<file path="src/dfr_pkg.sv">
// constants for the keyed frequency select and ramp logic
// assumes a single 50 MHz system clock and byte-wide register writes
package dfr_pkg;

  localparam int unsigned DFR_FW = 48;
  localparam int unsigned DFR_RW = 20;
  localparam int unsigned DFR_AW = 6;
  localparam int unsigned DFR_NREG = 32;

  // byte offsets, most significant byte at the lowest offset
  localparam logic [5:0] DFR_ADDR_F1  = 6'h04;
  localparam logic [5:0] DFR_ADDR_F2  = 6'h0a;
  localparam logic [5:0] DFR_ADDR_DFW = 6'h10;
  localparam logic [5:0] DFR_ADDR_RRC = 6'h1a;
  localparam logic [5:0] DFR_ADDR_CTL = 6'h1f;
  localparam int unsigned DFR_WORD_BYTES = 6;

  // control byte fields
  localparam int unsigned DFR_CTL_CLR1_BIT = 7;
  localparam int unsigned DFR_CTL_CLR2_BIT = 6;
  localparam int unsigned DFR_CTL_TRI_BIT  = 5;
  localparam int unsigned DFR_CTL_MODE_LSB = 1;

  // reset values
  localparam logic [7:0]        DFR_BYTE_RST = 8'h00;
  localparam logic [DFR_FW-1:0] DFR_WORD_RST = 48'h0;
  localparam logic [DFR_RW-1:0] DFR_RRC_RST  = 20'h00000;
  localparam logic [2:0]        DFR_SYNC_RST = 3'h0;

  typedef enum logic [2:0] {
    DFR_MODE_SINGLE = 3'h0,
    DFR_MODE_FSK    = 3'h1,
    DFR_MODE_RAMP   = 3'h2,
    DFR_MODE_CHIRP  = 3'h3,
    DFR_MODE_BPSK   = 3'h4
  } dfr_mode_t;

endpackage : dfr_pkg

</file>
<file path="src/dfr_ramp_if.sv">
// link between the ramp control and the ramp-rate down counter
// assumes both ends share clk_i
interface dfr_ramp_if;
  import dfr_pkg::*;
  logic              run;
  logic              restart;
  logic [DFR_RW-1:0] period;
  logic              tick;
  modport ctl (output run, output restart, output period, input  tick);
  modport cnt (input  run, input  restart, input  period, output tick);
endinterface : dfr_ramp_if

</file>
<file path="src/dfr_ramp_cnt.sv">
// ramp-rate down counter: one tick every period+1 clocks while running
// assumes period is held stable by the update logic between reloads
module dfr_ramp_cnt
  import dfr_pkg::*;
(
  // clock and reset
  input  wire logic clk_i,
  input  wire logic rst_b_i,
  // control link
  dfr_ramp_if.cnt   rif
);

  logic [DFR_RW-1:0] cnt_q;

  // reload on stop, restart and zero; new period taken at each reload
  always_ff @(posedge clk_i or negedge rst_b_i) begin
    if (!rst_b_i) begin
      cnt_q <= DFR_RRC_RST;
    end else if (!rif.run || rif.restart || cnt_q == '0) begin
      cnt_q <= rif.period;
    end else begin
      cnt_q <= cnt_q - 20'h00001;
    end
  end

  assign rif.tick = rif.run && !rif.restart && (cnt_q == '0);
endmodule : dfr_ramp_cnt

</file>
<file path="src/dfr_freq_ctl.sv">
// keyed frequency select and ramped sweep ahead of the phase accumulator
// assumes writes and update pulses come from logic on clk_i; keying pin is asynchronous
//
// Functional notes
// - unramped keying picks word by pin level
// - word switch keeps phase, no accumulator reset
// - otherwise unramped keying equals single tone
// - mode 010 ramps between the words
// - ramp counter counts down, pulses at zero
// - pin level change starts the ramp counter
// - one pulse every N+1 clocks
// - pulses step accumulator, stop at destination
// - hold end frequency while pin unchanged
// - each pulse adds or subtracts step word
// - offset combined with tuning word feeds phase
// - early pin toggle reverses ramp at once
// - triangle bit sweeps automatically, ignores pin
// - triangle sweep linear with equal dwell
// - triangle start word follows pin if mode 010 already set at enable, else first word
// - step and period changes apply on fly
// - accumulator clear is one-clock one-shot restart
// - clear bit held retriggers on every update
// - full clear holds both accumulators at zero
module dfr_freq_ctl
  import dfr_pkg::*;
(
  // clock and reset
  input  wire logic                  clk_i,
  input  wire logic                  rst_b_i,
  // register write port
  input  wire logic                  wr_en_i,
  input  wire logic [DFR_AW-1:0]     wr_addr_i,
  input  wire logic [7:0]            wr_data_i,
  input  wire logic                  update_i,
  // register read port
  input  wire logic [DFR_AW-1:0]     rd_addr_i,
  output logic      [7:0]            rd_data_o,
  // keying pin
  input  wire logic                  keying_select_pin_i,
  // datapath outputs
  output logic      [DFR_FW-1:0]     tuning_word_o,
  output logic      [DFR_FW-1:0]     phase_o,
  output logic                       ramp_busy_o
);
  import dfr_pkg::*;

  logic [7:0]        shd_q [DFR_NREG];
  logic [DFR_FW-1:0] f1_sh, f2_sh, dfw_sh;
  logic [DFR_RW-1:0] rrc_sh;
  logic [DFR_FW-1:0] f1_q, f2_q, dfw_q;
  logic [DFR_RW-1:0] rrc_q;
  logic [7:0]        ctl_q;
  logic [2:0]        key_s_q;
  logic              key_q;
  logic              key_chg;
  logic              clr1_q;
  logic              tri_rise;
  logic              dir_up_q;
  logic [DFR_FW-1:0] acc_q;
  logic [DFR_FW-1:0] span;
  logic              at_dest;
  logic              step_up;
  logic [DFR_FW-1:0] ftw_q;
  logic [DFR_FW-1:0] phase_q;
  logic [7:0]        rd_data_q;
  logic              busy_q;
  dfr_mode_t         mode;
  logic              clr2;
  logic              tri_on;
  logic              ramp_mode;

  dfr_ramp_if rif ();

  dfr_ramp_cnt u_cnt (
    .clk_i   (clk_i),
    .rst_b_i (rst_b_i),
    .rif     (rif.cnt)
  );

  // register shadow bytes, written any time
  always_ff @(posedge clk_i or negedge rst_b_i) begin
    if (!rst_b_i) begin
      for (int i = 0; i < DFR_NREG; i++) begin
        shd_q[i] <= DFR_BYTE_RST;
      end
    end else if (wr_en_i && wr_addr_i < 6'(DFR_NREG)) begin
      shd_q[wr_addr_i[4:0]] <= wr_data_i;
    end
  end

  // gather shadow bytes into words
  always_comb begin
    f1_sh  = DFR_WORD_RST;
    f2_sh  = DFR_WORD_RST;
    dfw_sh = DFR_WORD_RST;
    for (int k = 0; k < DFR_WORD_BYTES; k++) begin
      f1_sh[DFR_FW-1-8*k -: 8]  = shd_q[int'(DFR_ADDR_F1) + k];
      f2_sh[DFR_FW-1-8*k -: 8]  = shd_q[int'(DFR_ADDR_F2) + k];
      dfw_sh[DFR_FW-1-8*k -: 8] = shd_q[int'(DFR_ADDR_DFW) + k];
    end
    rrc_sh = {shd_q[int'(DFR_ADDR_RRC)][3:0], shd_q[int'(DFR_ADDR_RRC) + 1],
              shd_q[int'(DFR_ADDR_RRC) + 2]};
  end

  // active copies load only on the update pulse
  always_ff @(posedge clk_i or negedge rst_b_i) begin
    if (!rst_b_i) begin
      f1_q  <= DFR_WORD_RST;
      f2_q  <= DFR_WORD_RST;
      dfw_q <= DFR_WORD_RST;
      rrc_q <= DFR_RRC_RST;
      ctl_q <= DFR_BYTE_RST;
    end else if (update_i) begin
      f1_q  <= f1_sh;
      f2_q  <= f2_sh;
      dfw_q <= dfw_sh;
      rrc_q <= rrc_sh;
      ctl_q <= shd_q[DFR_ADDR_CTL[4:0]];
    end
  end

  assign mode      = dfr_mode_t'(ctl_q[DFR_CTL_MODE_LSB +: 3]);
  assign clr2      = ctl_q[DFR_CTL_CLR2_BIT];
  assign tri_on    = ctl_q[DFR_CTL_TRI_BIT];
  assign ramp_mode = (mode == DFR_MODE_RAMP);

  // one-shot clear on every update that carries the clear bit
  always_ff @(posedge clk_i or negedge rst_b_i) begin
    if (!rst_b_i) begin
      clr1_q <= 1'b0;
    end else begin
      clr1_q <= update_i && shd_q[DFR_ADDR_CTL[4:0]][DFR_CTL_CLR1_BIT];
    end
  end

  assign tri_rise = update_i && shd_q[DFR_ADDR_CTL[4:0]][DFR_CTL_TRI_BIT] && !tri_on;

  // keying pin synchroniser; level accepted when stages two and three agree
  always_ff @(posedge clk_i or negedge rst_b_i) begin
    if (!rst_b_i) begin
      key_s_q <= DFR_SYNC_RST;
    end else begin
      key_s_q <= {key_s_q[1:0], keying_select_pin_i};
    end
  end

  assign key_chg = (key_s_q[1] == key_s_q[2]) && (key_s_q[2] != key_q);

  always_ff @(posedge clk_i or negedge rst_b_i) begin
    if (!rst_b_i) begin
      key_q <= 1'b0;
    end else if (key_chg) begin
      key_q <= key_s_q[2];
    end
  end

  // distance between the words; relies on first word being the lower
  assign span    = f2_q - f1_q;
  assign at_dest = dir_up_q ? (acc_q == span) : (acc_q == DFR_WORD_RST);
  // at an end the triangle turns round on the next tick
  assign step_up = (tri_on && at_dest) ? !dir_up_q : dir_up_q;

  // counter runs until the destination, or forever in triangle sweep
  assign rif.run     = ramp_mode && !clr2 && (tri_on || !at_dest);
  assign rif.restart = (key_chg && !tri_on) || clr1_q || tri_rise;
  assign rif.period  = rrc_q;

  // sweep direction: pin in keyed ramp, own turn-round in triangle
  always_ff @(posedge clk_i or negedge rst_b_i) begin
    if (!rst_b_i) begin
      dir_up_q <= 1'b0;
    end else if (tri_rise) begin
      dir_up_q <= !key_q;
    end else if (tri_on && ramp_mode) begin
      if (rif.tick) begin
        dir_up_q <= step_up;
      end
    end else begin
      dir_up_q <= key_q;
    end
  end

  // frequency accumulator: offset above the first word
  always_ff @(posedge clk_i or negedge rst_b_i) begin
    if (!rst_b_i) begin
      acc_q <= DFR_WORD_RST;
    end else if (clr2 || !ramp_mode) begin
      acc_q <= DFR_WORD_RST;
    end else if (tri_rise) begin
      acc_q <= key_q ? span : DFR_WORD_RST;
    end else if (clr1_q) begin
      acc_q <= dir_up_q ? DFR_WORD_RST : span;
    end else if (rif.tick) begin
      if (step_up) begin
        if (dfw_q >= span - acc_q) begin
          acc_q <= span;
        end else begin
          acc_q <= acc_q + dfw_q;
        end
      end else begin
        if (dfw_q >= acc_q) begin
          acc_q <= DFR_WORD_RST;
        end else begin
          acc_q <= acc_q - dfw_q;
        end
      end
    end
  end

  // tuning word into the phase accumulator
  always_ff @(posedge clk_i or negedge rst_b_i) begin
    if (!rst_b_i) begin
      ftw_q <= DFR_WORD_RST;
    end else if (clr2) begin
      ftw_q <= DFR_WORD_RST;
    end else begin
      case (mode)
        DFR_MODE_FSK:  ftw_q <= key_q ? f2_q : f1_q;
        DFR_MODE_RAMP: ftw_q <= f1_q + acc_q;
        default:       ftw_q <= f1_q;
      endcase
    end
  end

  // phase accumulator never reset by a word change
  always_ff @(posedge clk_i or negedge rst_b_i) begin
    if (!rst_b_i) begin
      phase_q <= DFR_WORD_RST;
    end else if (clr2) begin
      phase_q <= DFR_WORD_RST;
    end else begin
      phase_q <= phase_q + ftw_q;
    end
  end

  // readback of shadow bytes, unmapped reads zero
  always_ff @(posedge clk_i or negedge rst_b_i) begin
    if (!rst_b_i) begin
      rd_data_q <= DFR_BYTE_RST;
    end else if (rd_addr_i < 6'(DFR_NREG)) begin
      rd_data_q <= shd_q[rd_addr_i[4:0]];
    end else begin
      rd_data_q <= DFR_BYTE_RST;
    end
  end

  always_ff @(posedge clk_i or negedge rst_b_i) begin
    if (!rst_b_i) begin
      busy_q <= 1'b0;
    end else begin
      busy_q <= rif.run;
    end
  end

  assign rd_data_o     = rd_data_q;
  assign tuning_word_o = ftw_q;
  assign phase_o       = phase_q;
  assign ramp_busy_o   = busy_q;
endmodule : dfr_freq_ctl

</file>
<file path="config.mk">
export PLATFORM = sky130hd
export DESIGN_NAME = dfr_freq_ctl
export DESIGN_NICKNAME = d
export VERILOG_FILES = /design/src/dfr_pkg.sv /design/src/dfr_ramp_if.sv /design/src/dfr_ramp_cnt.sv /design/src/dfr_freq_ctl.sv
export SDC_FILE = /design/constraint.sdc
export NUM_CORES = 2
export LEC_CHECK = 0
export BUFFER_PORTS_ARGS = -buffer_cell sky130_fd_sc_hd__buf_2
export CAP_MARGIN = 20
export CORE_MARGIN = 2
export CORE_UTILIZATION = 35
export CTS_CLUSTER_SIZE = 12
export DETAILED_ROUTE_END_ITERATION = 16
export PLACE_DENSITY_LB_ADDON = 0.3
export REMOVE_ABC_BUFFERS = 1
export SKIP_CTS_REPAIR_TIMING = 1
export SKIP_LAST_GASP = 1
export SLEW_MARGIN = 10
export SYNTH_ARGS = -nofsm -noshare
export SYNTH_HDL_FRONTEND = slang
export SYNTH_HIERARCHICAL = 1
export SYNTH_SLANG_ARGS = --single-unit
export TNS_END_PERCENT = 30
</file>
<file path="constraint.sdc">
create_clock -name clk_i -period 22.7 [get_ports clk_i]
set_input_delay 1.135 -clock clk_i [delete_from_list [all_inputs] [get_ports clk_i]]
set_output_delay 1.135 -clock clk_i [all_outputs]
set_load 0.1 [all_outputs]
</file>
==> impl_metrics.yaml <==
run_status:
  status: "complete, no violations"
cts:
  clock-sinks: 604
  numCtsBuffers: 72
  clkTransAtPathRegs_ns: 0.06
  clock_latency_ns: 0.66
  cts_max_level: 3
  cts_tree: "done"
  cts-root-buf: "clkbuf_16"
  cts_max_path_buffers: 3
hold_path:
  hold_depth: 0
  worst_hold_path.endpoint: "key_s_q[1]$_DFF_PN0_"
  worstHoldPathType: "flip-flop to flip-flop"
  worst_hold_startpoint: "key_s_q[0]$_DFF_PN0_"
pwr:
  pwr_density_cell_nw_per_um2: 130
  ir_drop_v: 0.000102
  p_total_mw: 5.99
  leakage_nw: 21.7
sta:
  rsz0062_at_grt: "false"
  totalNegativeSetupSlack_ns: 0
  min_period_ns: 9.40
  whs_ns: 0.349
  clock.fmax_ghz: 0.106
  final-hold-violation-count: 0
  slew_headroom_pct: 25.0
  slew_violations: 0
  finalSetupViolCount: 0
  fin_worst_skew_ns: 0.0306
  worst_slew_pin_slew_ns: 1.13
  setup_slack_ns: 13.30
  fin_crit_sh_pct: 41.4
placed_design:
  post-place-ws_ns: 13.62
  io_buffers: 129
  placed_cells: 5772
  place_area_um2: 43700
  gp_congestion: 1.01
  dp_hpwl_mm: 119
critical_path:
  crit_top_cell: "nand2_1"
  crit_family: "compound AO/OA/AOI/OAI gates"
  cp_slowest_cell: "o21a_1"
  path_buf_inv: 3
  critPathLaunchType: "flip-flop"
  cp-end-kind: "flip-flop"
  rr_endpoint: "acc_q[22]$_DFFE_PN0P_"
  critPathRequiredTime_ns: 23.25
  critPathMaxStageDelay_ns: 0.81
  r2r_slack_ns: 13.30
  reg2reg_depth: 36
  critPathKind: "flip-flop to flip-flop"
  crit_arrival_ns: 9.95
  r2r-start: "f2_q[0]$_DFFE_PN0P_"
  cp_max_fo: 45
synthesis:
  synthAdderAreaFrac_pct: 10.4
  synth-seq-cells: 604
  syn_area_per_cell_um2: 9.73
  synthArstFlopShare_pct: 100
  synth_xor_area_share_pct: 5.13
  muxShareOfSynthArea_pct: 13.6
  syn_area_um2: 41500
  synth-simple-area-share_pct: 11.6
  yosysWarnings: 6
  synth-compound-area-share_pct: 18.7
  synth.yosys.seq_area_share_pct: 36.4
  ys_types: 95
  synth_area_leaders: "dfrtp_1 36%, ha_1 10%, mux2_2 9.0%, mux4_2 4.3%, a21oi_1 3.7%"
  synth.top_cell.area_share_pct: 36.4
  synth.largest_area_cell: "dfrtp_1"
  syn_inst: 4264
  synth-edff-count: 0
  synthFlopType: "dfrtp_1"
  synth_top_family_by_area: "compound AO/OA/AOI/OAI gates"
drt:
  drt_iter0_drc: 3612
  routed_wl_mm: 155
  vias_per_cell: 5.92
  wl_per_cell_um: 26.2
  dr.pass1.iters: 7
  ant_nets: 0
  num_vias: 34900
  drcViolationCount: 0
floorplan:
  core-area_um2: 118000
  die-width_um: 348
  num_rows: 126
  die_area_um2: 121000
  pin_count: 130
  start_util_pct: 35.2
  die_y_um: 348
global_route:
  grt-ovfl-total: 0
  antenna_found_initial: 7
  grt_pass1_wl_mm: 228
  grt_pass1_vias: 33700
  grtUsageTotal_pct: 25.0
  grt_max_degree: 170
run:
  max_cap_viol_count: 0
layout:
  fin_nets: 4675
  final_core_util_pct: 39.2
  fin_cells: 5898
  syn2layout_area_growth_pct: 11.2
  layout-drive-gt1-share_pct: 17.1
  stdcell_area_um2: 46100
[cells in the final DEF, fill, tap and decap left out, drive strengths merged, types with 94 or more instances in the layout]
cell type	instances
a21o	160
a21oi	312
buf	177
clkbuf	102
dfrtp	604
ha	333
inv	232
mux2	332
nand2	341
nor2	245
o21ai	296
xnor2	149
xor2	94
[worst max-delay path by stage]
stage | startpoint | cells after the start | slack (ns) | endpoint
detailed placement | f2_q[0]$_DFFE_PN0P_ | 36 | 13.62 | acc_q[22]$_DFFE_PN0P_
finish | f2_q[0]$_DFFE_PN0P_ | 36 | 13.30 | acc_q[22]$_DFFE_PN0P_
CTS | f2_q[0]$_DFFE_PN0P_ | 36 | 13.56 | acc_q[22]$_DFFE_PN0P_
floorplan | f2_q[0]$_DFFE_PN0P_ | 34 | 12.94 | acc_q[22]$_DFFE_PN0P_
global placement | f2_q[0]$_DFFE_PN0P_ | 33 | 13.41 | acc_q[32]$_DFFE_PN0P_
global route | f2_q[0]$_DFFE_PN0P_ | 36 | 12.95 | acc_q[45]$_DFFE_PN0P_
[final cells by class]
type | count | area (µm²)
diodes | 3 | 7.51
clock buffers | 101 | 2070
clock inverters | 21 | 343
fillers | 11700 | 71600
inverters | 230 | 863
multi-input cells | 3225 | 24700
flip-flops and latches | 604 | 15100
well taps | 1536 | 1920
repair buffers | 178 | 1080
[power breakdown]
part | internal, mW | total [mW] | switching (mW)
clock | 0.699 | 1.20 | 0.503
combinational | 1.09 | 3.31 | 2.22
sequential | 1.26 | 1.48 | 0.214
[registers in the layout (all words and copies together) (netlist names)]
| name | cells |
|---|---|
| clr1_q | 1 |
| rd_data_o | 8 |
| dfw_sh | 48 |
| f1_sh | 48 |
| tuning_word_o | 48 |
| phase_o | 48 |
| rrc_sh | 20 |
| f2_sh | 48 |
| ctl_q | 5 |
| shd_q | 92 |
| f2_q | 48 |
| rif.period | 20 |
| u_cnt/cnt_q | 20 |
| key_s_q | 3 |
| dfw_q | 48 |
| dir_up_q | 1 |
| acc_q | 48 |
| key_q | 1 |
| f1_q | 48 |
| ramp_busy_o | 1 |
[layer usage]
metal  wire, µm  up-vias  share of wire, %  global-route usage [%]
li1           -    15700                 -                       -
met1      66900    17400                43                    34.3
met2      68100     1490                44                    38.7
met3      12700      321               8.2                    4.97
met4       6960        6               4.5                    10.1
met5         78        -             0.050                   0.280
[Yosys cell counts (42+ instances only)]
library cell,number
a22oi_1,81
nand2b_1,51
nand3_1,61
xor2_1,94
mux4_2,80
nand4_1,50
a21oi_1,310
xnor2_1,149
a21o_1,160
clkbuf_1,171
a31oi_1,42
nand2_1,339
ha_1,333
nor2b_1,42
mux2_2,332
inv_1,230
o21bai_1,47
o21ai_0,291
dfrtp_1,604
nor3_1,69
nor2_1,245
[cells by family (layout without fill, tap and decap cells)]
family,Yosys count,in the layout
other,0,3
muxes,423,423
buffers and inverters,435,530
xor gates and xnor gates,243,243
adders and majority gates,340,340
and+or+nand+nor,1006,1006
DFF,604,604
AOI/OAI and AO/OA,1213,1213
No activity file was read; power rests on OpenSTA's default activity.
